## src/rtl/fault_irq_map.vh

```
// register offsets, field positions, reset values and timing counts
// Overview of operation
// - ldo bank flag bits 5..0 set on ldo4, ldo3, 3v3, sd, ldo2, ldo1 current limit
// - sticky flags clear only on a written 1; written 0 leaves them
// - mask bit 0 unmasks its flag, 1 masks it
// - every unmasked flag shows on the interrupt pin; masked flags do not
// - ldo mask bits sit at the same positions as their flags
// - sense bits are read-only and follow live conditions
// - ldo sense bit reads 1 while that regulator is over current limit
// - sense bits after reset follow regulator state, no reset constant
// - fuse programming sense bit 6 reads 1 while programming runs
// - misc sense bank: fuse error bit 7, overvoltage bit 2, boost bit 0
// - boost sense bit reads 1 while boost is over current limit
// - status and mask registers are accessible at any time
// - backup cell control bit 3 enables the charger
// - backup cell bits 2:0 select charge voltage 2.50 V to 3.30 V
// - power control at 0x1B holds protect, polarity, delay, debounce, holdoff, restart
// - standby delay inserts 0 to 3 slow-clock periods before standby entry
// - with protection enabled a regulator in current limit is shut down
// - standby polarity 0 means active high pin, 1 active low
// - with holdoff enabled, button low 4 s or more enters off state
`ifndef FAULT_IRQ_MAP_VH
`define FAULT_IRQ_MAP_VH

// ==========================================================
// register word offsets (byte address = index * 4)
`define REG_LDO_FAULT_STATUS   8'h10
`define REG_LDO_FAULT_MASK     8'h11
`define REG_LDO_FAULT_SENSE    8'h12
`define REG_MISC_FAULT_SENSE_B 8'h0F
`define REG_BACKUP_CELL_CTRL   8'h1A
`define REG_POWER_CONTROL      8'h1B

// ==========================================================
// reset values
`define RST_POWER_CONTROL      8'h10
`define RST_LDO_FAULT_MASK     6'h3F
`define RST_BACKUP_CELL_CTRL   4'h0

// ==========================================================
// field positions
`define PC_SHORT_PROTECT       7
`define PC_STANDBY_POL         6
`define PC_STBY_DLY_HI         5
`define PC_STBY_DLY_LO         4
`define PC_DBNC_HI             3
`define PC_DBNC_LO             2
`define PC_HOLDOFF_EN          1
`define PC_RESTART_EN          0
`define BC_CHARGER_EN          3
`define MS_FUSE_ERROR          7
`define MS_FUSE_RUNNING        6
`define MS_OVERVOLTAGE         2
`define MS_BOOST               0
`define UNMAPPED_READ          32'h00000000

// ==========================================================
// timing: clock 250 MHz, holdoff 4 s, slow clock 32768 Hz
`define SYS_CLK_HZ             250000000
`define HOLDOFF_SECONDS        4
`define HOLDOFF_CYCLES         (`HOLDOFF_SECONDS * `SYS_CLK_HZ)
`define SLOW_CLK_HZ            32768
`define SLOW_PERIOD_CYCLES     (`SYS_CLK_HZ / `SLOW_CLK_HZ)

`endif

```

## src/rtl/button_holdoff.v

```verilog
// power button hold-low timer for off-state entry
`timescale 1ns/10ps
`include "fault_irq_map.vh"
module button_holdoff #(
    parameter HOLD_CYCLES = `HOLDOFF_CYCLES
) (
    input  wire clk_i,
    input  wire reset_i,
    input  wire enable_i,
    input  wire button_i,
    output reg  off_o
);
    reg [31:0] cnt;

    // ==========================================================
    // count cycles while the button stays low
    always @(posedge clk_i) begin
        if (reset_i || !enable_i || button_i) begin
            cnt   <= 32'h00000000;
            off_o <= 1'b0;
        end else if (cnt >= HOLD_CYCLES - 1) begin
            off_o <= 1'b1;
        end else begin
            cnt <= cnt + 32'h00000001;
        end
    end
endmodule

```

## src/rtl/regulator_fault_irq_bank.v

```verilog
// fault interrupt bank, power control and backup cell registers
//
// Decided for this implementation: the Avalon-MM interface to the registers.
`timescale 1ns/10ps
`include "fault_irq_map.vh"
module regulator_fault_irq_bank #(
    parameter HOLD_CYCLES   = `HOLDOFF_CYCLES,
    parameter PERIOD_CYCLES = `SLOW_PERIOD_CYCLES
) (
    input  wire        CLK_SYS_I,
    input  wire        RESET_I,
    // avalon-mm slave
    input  wire [9:0]  AVS_ADDRESS_I,
    input  wire        AVS_READ_I,
    input  wire        AVS_WRITE_I,
    input  wire [31:0] AVS_WRITEDATA_I,
    input  wire [3:0]  AVS_BYTEENABLE_I,
    output reg  [31:0] AVS_READDATA_O,
    output wire        AVS_WAITREQUEST_O,
    // live fault conditions, bit 5..0 = ldo4, ldo3, 3v3, sd, ldo2, ldo1
    input  wire [5:0]  LDO_LIMIT_I,
    input  wire        FUSE_ERROR_I,
    input  wire        FUSE_PROGRAM_RUNNING_I,
    input  wire        SUPPLY_OVERVOLTAGE_I,
    input  wire        BOOST_LIMIT_I,
    input  wire        STANDBY_PIN_I,
    input  wire        POWER_BUTTON_IN_I,
    // outputs
    output wire        IRQ_OUT_N_O,
    output reg  [5:0]  LDO_SHUTDOWN_O,
    output wire        BACKUP_CHARGER_ENABLE_O,
    output wire [2:0]  BACKUP_CHARGE_VOLTAGE_SEL_O,
    output wire [1:0]  BUTTON_DEBOUNCE_SEL_O,
    output wire        AUTO_RESTART_ENABLE_O,
    output wire        STANDBY_ENTER_O,
    output wire        OFF_ENTER_O
);
    reg  [5:0]  ldo_fault_status;
    reg  [5:0]  ldo_fault_mask;
    reg  [3:0]  backup_cell_control;
    reg  [7:0]  power_control;
    reg         ack;
    wire [7:0]  word_idx;
    wire        hit;
    wire        wr_lane0;
    wire [5:0]  clear_bits;
    wire [7:0]  ldo_fault_sense;
    wire [7:0]  misc_fault_sense_b;
    wire        standby_req;

    // ==========================================================
    // bus decode: one wait state per access, write lands when wait drops
    assign word_idx          = AVS_ADDRESS_I[9:2];
    assign hit               = (AVS_READ_I || AVS_WRITE_I) && !ack;
    assign AVS_WAITREQUEST_O = hit;
    assign wr_lane0          = AVS_WRITE_I && ack && AVS_BYTEENABLE_I[0];

    function is_reg;
        input [7:0] idx;
        input [7:0] target;
        begin
            is_reg = (idx == target);
        end
    endfunction

    always @(posedge CLK_SYS_I) begin
        if (RESET_I) begin
            ack <= 1'b0;
        end else begin
            ack <= hit;
        end
    end

    // ==========================================================
    // live sense bits, no storage
    assign ldo_fault_sense    = {2'h0, LDO_LIMIT_I};
    assign misc_fault_sense_b = {FUSE_ERROR_I, FUSE_PROGRAM_RUNNING_I, 3'h0,
                                 SUPPLY_OVERVOLTAGE_I, 1'b0, BOOST_LIMIT_I};

    // ==========================================================
    // sticky ldo flags, write one to clear, set wins
    assign clear_bits = (wr_lane0 && is_reg(word_idx, `REG_LDO_FAULT_STATUS)) ?
                        AVS_WRITEDATA_I[5:0] : 6'h00;
    always @(posedge CLK_SYS_I) begin
        if (RESET_I) begin
            ldo_fault_status <= 6'h00;
        end else begin
            ldo_fault_status <= (ldo_fault_status & ~clear_bits) | LDO_LIMIT_I;
        end
    end

    // ==========================================================
    // writable control registers
    always @(posedge CLK_SYS_I) begin
        if (RESET_I) begin
            ldo_fault_mask      <= `RST_LDO_FAULT_MASK;
            backup_cell_control <= `RST_BACKUP_CELL_CTRL;
            power_control       <= `RST_POWER_CONTROL;
        end else if (wr_lane0) begin
            if (is_reg(word_idx, `REG_LDO_FAULT_MASK))
                ldo_fault_mask <= AVS_WRITEDATA_I[5:0];
            if (is_reg(word_idx, `REG_BACKUP_CELL_CTRL))
                backup_cell_control <= AVS_WRITEDATA_I[3:0];
            if (is_reg(word_idx, `REG_POWER_CONTROL))
                power_control <= AVS_WRITEDATA_I[7:0];
        end
    end

    // ==========================================================
    // read data, registered on the acknowledging edge
    always @(posedge CLK_SYS_I) begin
        if (RESET_I) begin
            AVS_READDATA_O <= 32'h00000000;
        end else if (AVS_READ_I && hit) begin
            case (word_idx)
                `REG_LDO_FAULT_STATUS:   AVS_READDATA_O <= {26'h0, ldo_fault_status};
                `REG_LDO_FAULT_MASK:     AVS_READDATA_O <= {26'h0, ldo_fault_mask};
                `REG_LDO_FAULT_SENSE:    AVS_READDATA_O <= {24'h0, ldo_fault_sense};
                `REG_MISC_FAULT_SENSE_B: AVS_READDATA_O <= {24'h0, misc_fault_sense_b};
                `REG_BACKUP_CELL_CTRL:   AVS_READDATA_O <= {28'h0, backup_cell_control};
                `REG_POWER_CONTROL:      AVS_READDATA_O <= {24'h0, power_control};
                default:                 AVS_READDATA_O <= `UNMAPPED_READ;
            endcase
        end
    end

    // ==========================================================
    // interrupt pin, active low
    assign IRQ_OUT_N_O = ~|(ldo_fault_status & ~ldo_fault_mask);

    // ==========================================================
    // short-circuit shutdown, latched until protection disabled or reset
    always @(posedge CLK_SYS_I) begin
        if (RESET_I || !power_control[`PC_SHORT_PROTECT]) begin
            LDO_SHUTDOWN_O <= 6'h00;
        end else begin
            LDO_SHUTDOWN_O <= LDO_SHUTDOWN_O | LDO_LIMIT_I;
        end
    end

    // ==========================================================
    // field outputs
    assign BACKUP_CHARGER_ENABLE_O     = backup_cell_control[`BC_CHARGER_EN];
    assign BACKUP_CHARGE_VOLTAGE_SEL_O = backup_cell_control[2:0];
    assign BUTTON_DEBOUNCE_SEL_O       = power_control[`PC_DBNC_HI:`PC_DBNC_LO];
    assign AUTO_RESTART_ENABLE_O       = power_control[`PC_RESTART_EN];
    assign standby_req = STANDBY_PIN_I ^ power_control[`PC_STANDBY_POL];

    standby_delay #(
        .PERIOD_CYCLES (PERIOD_CYCLES)
    ) u_standby (
        .clk_i       (CLK_SYS_I),
        .reset_i     (RESET_I),
        .request_i   (standby_req),
        .delay_sel_i (power_control[`PC_STBY_DLY_HI:`PC_STBY_DLY_LO]),
        .standby_o   (STANDBY_ENTER_O)
    );

    button_holdoff #(
        .HOLD_CYCLES (HOLD_CYCLES)
    ) u_holdoff (
        .clk_i    (CLK_SYS_I),
        .reset_i  (RESET_I),
        .enable_i (power_control[`PC_HOLDOFF_EN]),
        .button_i (POWER_BUTTON_IN_I),
        .off_o    (OFF_ENTER_O)
    );
endmodule

```

## src/rtl/standby_delay.v

```verilog
// standby request delay in slow-clock periods
`timescale 1ns/10ps
`include "fault_irq_map.vh"
module standby_delay #(
    parameter PERIOD_CYCLES = `SLOW_PERIOD_CYCLES
) (
    input  wire       clk_i,
    input  wire       reset_i,
    input  wire       request_i,
    input  wire [1:0] delay_sel_i,
    output reg        standby_o
);
    reg  [31:0] cyc;
    reg  [1:0]  periods;

    // ==========================================================
    // count whole periods while request holds
    always @(posedge clk_i) begin
        if (reset_i || !request_i) begin
            cyc       <= 32'h00000000;
            periods   <= 2'h0;
            standby_o <= 1'b0;
        end else if (periods >= delay_sel_i) begin
            standby_o <= 1'b1;
        end else if (cyc == PERIOD_CYCLES - 1) begin
            cyc     <= 32'h00000000;
            periods <= periods + 2'h1;
        end else begin
            cyc <= cyc + 32'h00000001;
        end
    end
endmodule

```

## config.mk

```make
export PLATFORM = sky130hd
export DESIGN_NAME = regulator_fault_irq_bank
export DESIGN_NICKNAME = d
export VERILOG_FILES = /design/src/rtl/button_holdoff.v /design/src/rtl/regulator_fault_irq_bank.v /design/src/rtl/standby_delay.v
export VERILOG_INCLUDE_DIRS = /design/src /design/src/rtl
export SDC_FILE = /design/constraint.sdc
export NUM_CORES = 1
export LEC_CHECK = 0
export BUFFER_PORTS_ARGS = -buffer_cell sky130_fd_sc_hd__buf_2
export CORE_UTILIZATION = 58
export CTS_CLUSTER_DIAMETER = 30
export DETAILED_ROUTE_END_ITERATION = 10
export PLACE_DENSITY = 0.87
export SETUP_SLACK_MARGIN = 0.02
export SLEW_MARGIN = 20
export SYNTH_ARGS = -nofsm -noshare
export SYNTH_HDL_FRONTEND = slang
export SYNTH_SLANG_ARGS = --single-unit
```

## constraint.sdc

```tcl
create_clock -name CLK_SYS_I -period 7.01 [get_ports CLK_SYS_I]
set_clock_uncertainty 0.05 [all_clocks]
set_input_delay 1.0515 -clock CLK_SYS_I [delete_from_list [all_inputs] [get_ports CLK_SYS_I]]
set_output_delay 1.0515 -clock CLK_SYS_I [all_outputs]
set_load 0.05 [all_outputs]
```

==> results of run 1 <==
==> critical path, cell delays in order (launching register included) <==
cell and delay, ns:
dfxtp_1 0.40, nand2_1 0.09, or4_1 0.62, a311oi_4 0.80, buf_4 0.43, or4_1 0.17, a21oi_1 0.07
==> logic make-up (layout without fill, tap and decap cells) <==
family / after synthesis / in the layout / synth area share (%)
other cells: 1 / 24 / 0.0697
flops: 107 / 107 / 39.8
xor+xnor: 26 / 26 / 4.23
mux: 12 / 12 / 2.32
simple gates: 280 / 280 / 27.3
compound gates: 138 / 138 / 16.4
buf+inv: 91 / 106 / 8.71
fa+ha+maj: 5 / 5 / 1.16
==> layer usage <==
metal  routed length, um  global-route usage (%)
met1                5100                    30.6
met2                5940                    43.2
met3                 516                    3.58
met4                 121                    8.38
met5                   0                       0
==> cells in the mapped netlist, types with 4 or more instances <==
master,n,area (um2)
and2_1,4,25.0
xor2_1,17,149
ha_1,5,62.6
nor4_1,10,62.6
or3_1,10,62.6
dfxtp_1,107,2140
or4_1,26,195
and3_1,18,113
buf_4,27,203
nand2_1,46,173
a211o_1,7,61.3
a22oi_1,6,45.0
a21oi_1,56,280
nor3_1,9,45.0
clkbuf_1,27,101
o2bb2ai_1,4,35.0
nor2_1,80,300
mux2_2,4,45.0
inv_1,30,113
o21ai_0,18,90.1
nand2b_1,8,50.1
nand4_1,18,113
xnor2_1,9,78.8
nor2b_1,7,43.8
o31ai_1,23,173
mux2i_1,8,80.1
nand3_1,24,120
==> state kept, by name, summed over array words and instances, names as in the netlist <==
register,flops
power_control,8
LDO_SHUTDOWN_O,6
u_standby.cyc,32
u_holdoff.off_o,1
backup_cell_control,4
u_standby.periods,2
ack,1
u_holdoff.cnt,32
u_standby.standby_o,1
AVS_READDATA_O,8
ldo_fault_status,6
ldo_fault_mask,6
==> where the power goes <==
part / total [mW] / leakage [nW] / internal [mW] / switching (mW)
combinational: 0.0815 / 1.10 / 0.0191 / 0.0625
clock: 0.385 / 0.102 / 0.169 / 0.216
sequential: 0.615 / 0.865 / 0.612 / 0.00280
total: 1.08 / 2.07 / 0.799 / 0.282
==> placed cells by master (no fill, tap or decap), types with 4 or more instances in the layout <==
cell type,netlist,final
a21oi_1,56,56
and3_1,18,18
inv_1,30,30
ha_1,5,5
buf_2,3,57
xnor2_1,9,9
nand3_1,24,24
o21ai_0,18,16
nor2_1,80,80
mux2i_1,8,8
dfxtp_1,107,107
o2bb2ai_1,4,4
nand2b_1,8,8
nor2b_1,7,7
a22oi_1,6,6
nor4_1,10,10
o31ai_1,23,23
nor3_1,9,9
or3_1,10,10
mux2_2,4,4
conb_1,1,24
o21ai_1,2,4
xor2_1,17,17
and2_1,4,4
a211o_1,7,7
clkbuf_8,0,9
or4_1,26,26
nand2_1,46,46
nand4_1,18,18
==> area by class of cell <==
type,count,area [um2]
fillers,727,3090
multi-input cells,485,2860
flip-flops and latches,107,2140
repair buffers,60,308
well taps,108,135
clock buffers,9,124
inverters,31,116
clock inverters,6,72.6
==> path summary, 6_finish.rpt <==
kind	start	to	slack, ns	depth (start not counted)
worst min-delay path	LDO_SHUTDOWN_O[5]	LDO_SHUTDOWN_O[5]	0.42	2
worst max-delay path	u_holdoff.cnt[27]	u_holdoff.cnt[25]	4.22	6
worst min register to register	LDO_SHUTDOWN_O[5]	LDO_SHUTDOWN_O[5]	0.42	2
worst max register to register	u_holdoff.cnt[27]	u_holdoff.cnt[25]	4.22	6
==> through the flow <==
stage | worst slack [ns] | cell area, um2 | total power [mW] | instances
finish | 4.22 | 5760 | 1.08 | 806
global placement | 3.98 | 5560 | 0.707 | 791
CTS | 4.23 | 5760 | 1.08 | 806
global route | 4.02 | 5760 | 1.12 | 806
detailed placement | 3.93 | 5560 | 0.709 | 791
floorplan | 4.17 | 5470 | 0.701 | 683
==> reports/metrics.json, run 1 <==
{
  "clocking": {
    "clock_latency_ns": 0.37,
    "clock-sinks": 107,
    "post-cts-setup-buffers": 0,
    "total_cts_buffers": 9,
    "cts_root_buf": "clkbuf_8",
    "cts_tree": "done",
    "postCtsHoldBufs": 0,
    "ctsLongestPathBuffers": 2,
    "clk_pin_slew_ns": 0.10,
    "h_tree_depth": 3,
    "cts_resized": 0
  },
  "power_and_ir_drop": {
    "worst_case_vdd_ir_drop_mv": 0.141,
    "power_density_normalized_to_cell_area_nw_per_um2": 188,
    "leakagePower_nw": 2.07
  },
  "detailed_routing": {
    "drc": 0,
    "num_vias": 4808,
    "final_antenna_net_count": 0,
    "detail_route.wl_per_cell_um": 14.5,
    "first_iter_violations": 227,
    "finalWirelength_mm": 11.7,
    "detail_route.first_pass.iterations": 7,
    "drt-vias-per-instance": 5.97
  },
  "worst_setup_path": {
    "cp_data_arrival_time_ns": 2.95,
    "cp_max_fo": 34,
    "timing.critical_path.to_type": "flop",
    "timing.critical_path.from_type": "flop",
    "critical_path_required_ns": 7.17,
    "critical_setup_path_class": "reg2reg"
  },
  "global_route": {
    "grt_start_max_net_pins": 37,
    "number_of_global_route_vias_before_repair": 4365,
    "grt_antenna_before_repair": 0,
    "grt_first_pass_wirelength_mm": 19.6,
    "grt_overflow_total": 0,
    "groute.usage.overall_pct": 24.5
  },
  "final_layout": {
    "layout-area-overhead-vs-synth_pct": 6.93,
    "ant_cells": 0,
    "finalNetCount": 761,
    "final_layout_size_suffix_gt1_share_pct": 13.3,
    "postLayoutCoreUtil_pct": 65.1
  },
  "logic_synthesis": {
    "number_of_enable_type_register_cells_in_the_synthesized_netlist": 0,
    "synth-warning-count": 0,
    "ys_dominant_reg_cell": "dfxtp_1",
    "asyncSetResetFlopFracSynth_pct": 0,
    "yosysSeqAreaShare_pct": 39.8,
    "synth.distinct_cells": 54,
    "ys_ff_latch": 107,
    "post_synth_instance_area_um2": 5380,
    "post_synth_inst_count": 660,
    "mean_post_synth_cell_area_um2": 8.16
  },
  "sta": {
    "final_hold_violation_count": 0,
    "timing.final.max_slew_violations": 0,
    "worst-slew-pin-transition_ns": 1.06,
    "timing.slew.headroom_pct": 28.8,
    "post-route-min-period_ns": 2.79,
    "fmax_ghz": 0.359,
    "setup_total_negative_slack_ns": 0,
    "fin_crit_sh_pct": 39.8,
    "setup_violations": 0,
    "rsz_0062_raised_after_global_routing": "false",
    "hold_ws_ns": 0.424
  },
  "floorplanning": {
    "initial_core_util_pct": 60.8,
    "core-area_um2": 8850,
    "placement_rows": 34,
    "die_x_um": 98.3,
    "die_y_um": 98.3,
    "boundaryPins": 111,
    "die-area_um2": 9670
  },
  "run_status": {
    "outcome": "complete, no violations"
  },
  "place": {
    "detailedPlacementHpwl_mm": 8.30,
    "gp_congestion": 0.854,
    "place.port_buffers": 57
  },
  "flow_run": {
    "max_cap_violations": 0
  },
  "hold_path": {
    "hold_class": "reg2reg"
  }
}
Note: power is estimated with default switching activity, not from simulation.
==> run 2: changes to the inputs <==
--- a/config.mk
+++ b/config.mk
@@ -7,10 +7,10 @@
 export NUM_CORES = 1
 export LEC_CHECK = 0
 export BUFFER_PORTS_ARGS = -buffer_cell sky130_fd_sc_hd__buf_2
-export CORE_UTILIZATION = 58
+export CORE_UTILIZATION = 50
 export CTS_CLUSTER_DIAMETER = 30
 export DETAILED_ROUTE_END_ITERATION = 10
-export PLACE_DENSITY = 0.87
+export PLACE_DENSITY = 0.8
 export SETUP_SLACK_MARGIN = 0.02
 export SLEW_MARGIN = 20
 export SYNTH_ARGS = -nofsm -noshare
==> constraint.sdc (replaced) <==
create_clock -name CLK_SYS_I -period 2.4 [get_ports CLK_SYS_I]
set_clock_uncertainty 0.05 [all_clocks]
set_input_delay 0.36 -clock CLK_SYS_I [delete_from_list [all_inputs] [get_ports CLK_SYS_I]]
set_output_delay 0.36 -clock CLK_SYS_I [all_outputs]
set_load 0.05 [all_outputs]
==> reports/metrics.json, run 2 (same netlist as run 1, synthesis figures left out) <==
{
  "clocking": {
    "post-cts-setup-buffers": 0,
    "postCtsHoldBufs": 0,
    "clock_latency_ns": 0.39,
    "clock-sinks": 107,
    "total_cts_buffers": 9,
    "h_tree_depth": 3,
    "clk_pin_slew_ns": 0.11,
    "ctsLongestPathBuffers": 2,
    "cts_root_buf": "clkbuf_8",
    "cts_tree": "done"
  },
  "sta": {
    "setup_violations": 0,
    "setup_total_negative_slack_ns": 0,
    "hold_ws_ns": 0.145,
    "timing.final.max_slew_violations": 0,
    "rsz_0062_raised_after_global_routing": "false",
    "final_hold_violation_count": 0,
    "post-route-min-period_ns": 2.25,
    "fmax_ghz": 0.444,
    "fin_crit_sh_pct": 93.9
  },
  "global_route": {
    "grt_overflow_total": 0,
    "number_of_global_route_vias_before_repair": 4514,
    "groute.usage.overall_pct": 21.9,
    "grt_util_met1_pct": 27.5,
    "grt.met3_usage_pct": 6.12,
    "gr-usage-met2_pct": 35.7,
    "grt_first_pass_wirelength_mm": 20.0,
    "grt_antenna_before_repair": 0,
    "grt_start_max_net_pins": 33,
    "grt_busiest_layer": "met2"
  },
  "place": {
    "detailedPlacementHpwl_mm": 8.58,
    "gp_congestion": 0.837,
    "numPlacedInstances": 835,
    "place.port_buffers": 57
  },
  "final_layout": {
    "reg.largest.list": "u_holdoff.cnt x32, u_standby.cyc x32",
    "layout_common_cells": "dfxtp_1, nor2_1, buf_2, a21oi_1, nand2_1",
    "layout-area-overhead-vs-synth_pct": 10.1,
    "final_layout_size_suffix_gt1_share_pct": 15.5,
    "ant_cells": 0,
    "postLayoutCoreUtil_pct": 57.2,
    "finalNetCount": 777,
    "layout.cells.most_common": "dfxtp_1",
    "final-instance-count-excl-fill": 851
  },
  "worst_setup_path": {
    "cp_data_arrival_time_ns": 2.53,
    "timing.critical_path.to_type": "flop",
    "timing.critical_path.from_type": "flop",
    "critical_setup_path_class": "reg2reg",
    "worstRegToRegCells": 7,
    "critical_path_required_ns": 2.68,
    "cp_max_fo": 4
  },
  "floorplanning": {
    "initial_core_util_pct": 51.9,
    "die_y_um": 106,
    "die-area_um2": 11200,
    "core-area_um2": 10400,
    "placement_rows": 37,
    "die_x_um": 106,
    "boundaryPins": 111
  },
  "power_and_ir_drop": {
    "leakagePower_nw": 2.14,
    "worst_case_vdd_ir_drop_mv": 0.332,
    "power_density_normalized_to_cell_area_nw_per_um2": 523
  },
  "hold_path": {
    "hold_class": "in2reg",
    "min_path_cells": 3
  },
  "detailed_routing": {
    "final_antenna_net_count": 0,
    "finalWirelength_mm": 11.9,
    "drc": 0,
    "detail_route.first_pass.iterations": 5,
    "drt-vias-per-instance": 5.65,
    "detail_route.wl_per_cell_um": 14.0,
    "first_iter_violations": 299,
    "num_vias": 4812
  },
  "run_status": {
    "outcome": "complete, no violations"
  },
  "flow_run": {
    "max_cap_violations": 0
  }
}
[run 2: cell count changes in the layout (fill, tap and decap cells not counted), moves of 2 or more]
cell,previous run,this run
buf_4,3,18
clkbuf_8,9,11
clkinvlp_4,0,2
o21ai_0,16,18
o21ai_1,4,2
[run 2: path summary, 6_finish.rpt]
path | startpoint | endpoint | slack, ns
max reg2reg | u_standby.periods[0] | u_standby.cyc[30] | 0.15
max | u_standby.periods[0] | u_standby.cyc[30] | 0.15
min reg2reg | u_holdoff.cnt[29] | u_holdoff.cnt[29] | 0.40
min | AVS_WRITEDATA_I[7] | power_control[7] | 0.15
[run 2: stage by stage]
stage	worst slack [ns]	power, mW	area [um2]
2_1_floorplan	0.108	2.05	5470
3_3_place_gp	0.235	2.07	5730
3_5_place_dp	0.200	2.08	5730
4_1_cts	0.176	3.12	5920
5_1_grt	0.0511	3.22	5930
6_report	0.145	3.10	5930
[run 2: worst max-delay path, stage by stage, from the launching register on]
cell	delay (ns)
dfxtp_1	0.37
inv_1	0.07
ha_1	0.26
nand2b_1	0.19
a211oi_1	0.34
and4_1	0.33
or3b_2	0.46
a21oi_1	0.14
[run 2: layout make-up]
cell class                 instances  area, um2
clock buffer                      12        155
clock inverter                     4       32.5
fill                             946       4440
inverter                          31        116
multi-input combinational        485       2870
sequential                       107       2140
tap                              136        170
timing repair buffer              76        440
[run 2: repair_timing]
action / 4_1_cts / 5_1_grt
hold endpoints to repair: 0 / 0
resized for setup: 0 / 2
endpoints found under the setup margin: 0 / 2
[run 2: report_power, final]
| group | switching [mW] | internal (mW) | total [mW] |
|---|---|---|---|
| Combinational | 0.184 | 0.0617 | 0.246 |
| Sequential | 0.00773 | 1.79 | 1.79 |
| Clock | 0.619 | 0.440 | 1.06 |
[run 2: routing by layer]
layer / part of all wire (%) / vias up
met3: 5.3 / 22
li1: - / 2398
met1: 45 / 2257
met2: 48 / 135
met5: 0 / -
met4: 2.1 / 0
==> run 3: changes to the inputs <==
--- a/config.mk
+++ b/config.mk
@@ -7,10 +7,10 @@
 export NUM_CORES = 1
 export LEC_CHECK = 0
 export BUFFER_PORTS_ARGS = -buffer_cell sky130_fd_sc_hd__buf_2
-export CORE_UTILIZATION = 50
+export CORE_UTILIZATION = 43
 export CTS_CLUSTER_DIAMETER = 30
 export DETAILED_ROUTE_END_ITERATION = 10
-export PLACE_DENSITY = 0.8
+export PLACE_DENSITY = 0.68
 export SETUP_SLACK_MARGIN = 0.02
 export SLEW_MARGIN = 20
 export SYNTH_ARGS = -nofsm -noshare
==> constraint.sdc (replaced) <==
create_clock -name CLK_SYS_I -period 2.7 [get_ports CLK_SYS_I]
set_clock_uncertainty 0.05 [all_clocks]
set_input_delay 0.405 -clock CLK_SYS_I [delete_from_list [all_inputs] [get_ports CLK_SYS_I]]
set_output_delay 0.405 -clock CLK_SYS_I [all_outputs]
set_load 0.05 [all_outputs]
==> reports/metrics.json, run 3 (same netlist as run 1, synthesis figures left out) <==
{
  "sta": {
    "timing.slew.headroom_pct": 28.0,
    "timing.final.max_slew_violations": 0,
    "fmax_ghz": 0.417,
    "hold_ws_ns": 0.241,
    "fin_crit_sh_pct": 88.8,
    "worst-slew-pin-transition_ns": 1.08,
    "post-route-min-period_ns": 2.40,
    "rsz_0062_raised_after_global_routing": "false",
    "final_hold_violation_count": 0,
    "setup_violations": 0,
    "setup_total_negative_slack_ns": 0
  },
  "place": {
    "place.port_buffers": 57,
    "numPlacedInstances": 864,
    "placed_cell_area_um2": 5730,
    "gp_congestion": 0.834,
    "detailedPlacementHpwl_mm": 8.48
  },
  "floorplanning": {
    "die_y_um": 114,
    "die-area_um2": 13000,
    "placement_rows": 40,
    "boundaryPins": 111,
    "die_x_um": 114,
    "initial_core_util_pct": 44.5,
    "core-area_um2": 12100
  },
  "detailed_routing": {
    "num_vias": 4725,
    "finalWirelength_mm": 11.9,
    "final_antenna_net_count": 0,
    "detail_route.wl_per_cell_um": 13.6,
    "drc": 0,
    "drt-vias-per-instance": 5.37,
    "detail_route.first_pass.iterations": 5,
    "first_iter_violations": 317
  },
  "worst_setup_path": {
    "cp_data_arrival_time_ns": 2.63,
    "timing.critical_path.from_type": "flop",
    "cp_max_fo": 9,
    "rr_endpoint": "u_standby.cyc[31]",
    "critical_setup_path_class": "reg2reg",
    "worst_path_largest_cell_delay_ns": 0.45,
    "critical_path_required_ns": 2.93,
    "rr_startpoint": "u_standby.periods[0]",
    "timing.reg2reg.setup_slack_ns": 0.30,
    "worstRegToRegCells": 7,
    "timing.critical_path.to_type": "flop",
    "cp_cell_sequence": "inv_1 -> ha_1 -> nand2b_1 -> a211oi_1 -> nand4_1 -> or3_1 -> a21oi_1",
    "crit_slowest_cell": "or3_1"
  },
  "hold_path": {
    "min_path_cells": 3,
    "hold_path.startpoint": "LDO_LIMIT_I[0]",
    "worst_hold_path.endpoint": "LDO_SHUTDOWN_O[0]",
    "hold_class": "in2reg"
  },
  "global_route": {
    "grt_antenna_before_repair": 0,
    "grt_start_max_net_pins": 31,
    "grt_first_pass_wirelength_mm": 20.1,
    "grt_overflow_total": 0,
    "number_of_global_route_vias_before_repair": 4301,
    "groute.usage.overall_pct": 19.3
  },
  "final_layout": {
    "reg.largest.list": "u_holdoff.cnt x32, u_standby.cyc x32",
    "layout_common_cells": "dfxtp_1, nor2_1, buf_2, a21oi_1, nand2_1",
    "layout-area-overhead-vs-synth_pct": 12.2,
    "final-instance-count-excl-fill": 880,
    "finalNetCount": 774,
    "ant_cells": 0,
    "final_layout_size_suffix_gt1_share_pct": 15.0,
    "layout.cells.most_common": "dfxtp_1",
    "finish.instance_area_um2": 6040
  },
  "flow_run": {
    "max_cap_violations": 0
  },
  "clocking": {
    "clk_pin_slew_ns": 0.08,
    "h_tree_depth": 3,
    "postCtsHoldBufs": 0,
    "post-cts-setup-buffers": 0,
    "total_cts_buffers": 9,
    "clock-sinks": 107,
    "cts_tree": "done",
    "cts_root_buf": "clkbuf_16",
    "ctsLongestPathBuffers": 2,
    "cts_resized": 0,
    "clock_latency_ns": 0.35
  },
  "power_and_ir_drop": {
    "worst_case_vdd_ir_drop_mv": 0.483,
    "leakagePower_nw": 2.17,
    "power_density_normalized_to_cell_area_nw_per_um2": 526,
    "power.total_mw": 3.18
  },
  "run_status": {
    "outcome": "complete, no violations"
  }
}
run 3: stage by stage:
| stage | setup slack (ns) | util (%) |
|---|---|---|
| 2_1_floorplan | 0.408 | - |
| 3_3_place_gp | 0.409 | 47.3 |
| 3_5_place_dp | 0.344 | 47.3 |
| 4_1_cts | 0.318 | 49.9 |
| 5_1_grt | 0.103 | 49.9 |
| 6_report | 0.301 | 49.9 |
run 3: worst max-delay path by stage:
stage	to	startpoint	cells after the start
2_1_floorplan	u_standby.cyc[0]	u_standby.periods[0]	9
3_3_place_gp	u_holdoff.cnt[28]	u_holdoff.cnt[27]	5
3_5_place_dp	u_holdoff.cnt[28]	u_holdoff.cnt[27]	5
4_1_cts	u_holdoff.cnt[29]	u_holdoff.cnt[27]	5
5_1_grt	u_holdoff.cnt[25]	u_holdoff.cnt[2]	5
6_report	u_standby.cyc[31]	u_standby.periods[0]	7
run 3: critical path: cells and delay by family (launching register included):
kind,cells,cell delay [ns]
buf+inv,1,0.06
fa+ha+maj,1,0.26
flops,1,0.35
simple gates,3,1.03
compound gates,2,0.58
run 3: report_power, final:
group          internal (mW)  switching, mW  total (mW)
clock network          0.737          0.630        1.37
logic                 0.0539          0.163       0.216
registers               1.59        0.00704        1.59
run 3: area by class of cell:
| type | count | area (um2) |
|---|---|---|
| clock buffer | 9 | 225 |
| multi-input combinational | 485 | 2860 |
| tap | 168 | 210 |
| sequential | 107 | 2140 |
| timing repair buffer | 73 | 405 |
| fill | 1176 | 6070 |
| inverter | 31 | 116 |
| clock inverter | 7 | 85.1 |
run 3: metal layers:
metal | vias to the layer above | routed length [um] | GRT usage (%)
met4 | 0 | 151 | 6.67
met1 | 2188 | 5490 | 24.7
met5 | - | 0 | 0
met2 | 126 | 5780 | 31.3
li1 | 2396 | - | -
met3 | 15 | 527 | 5.10
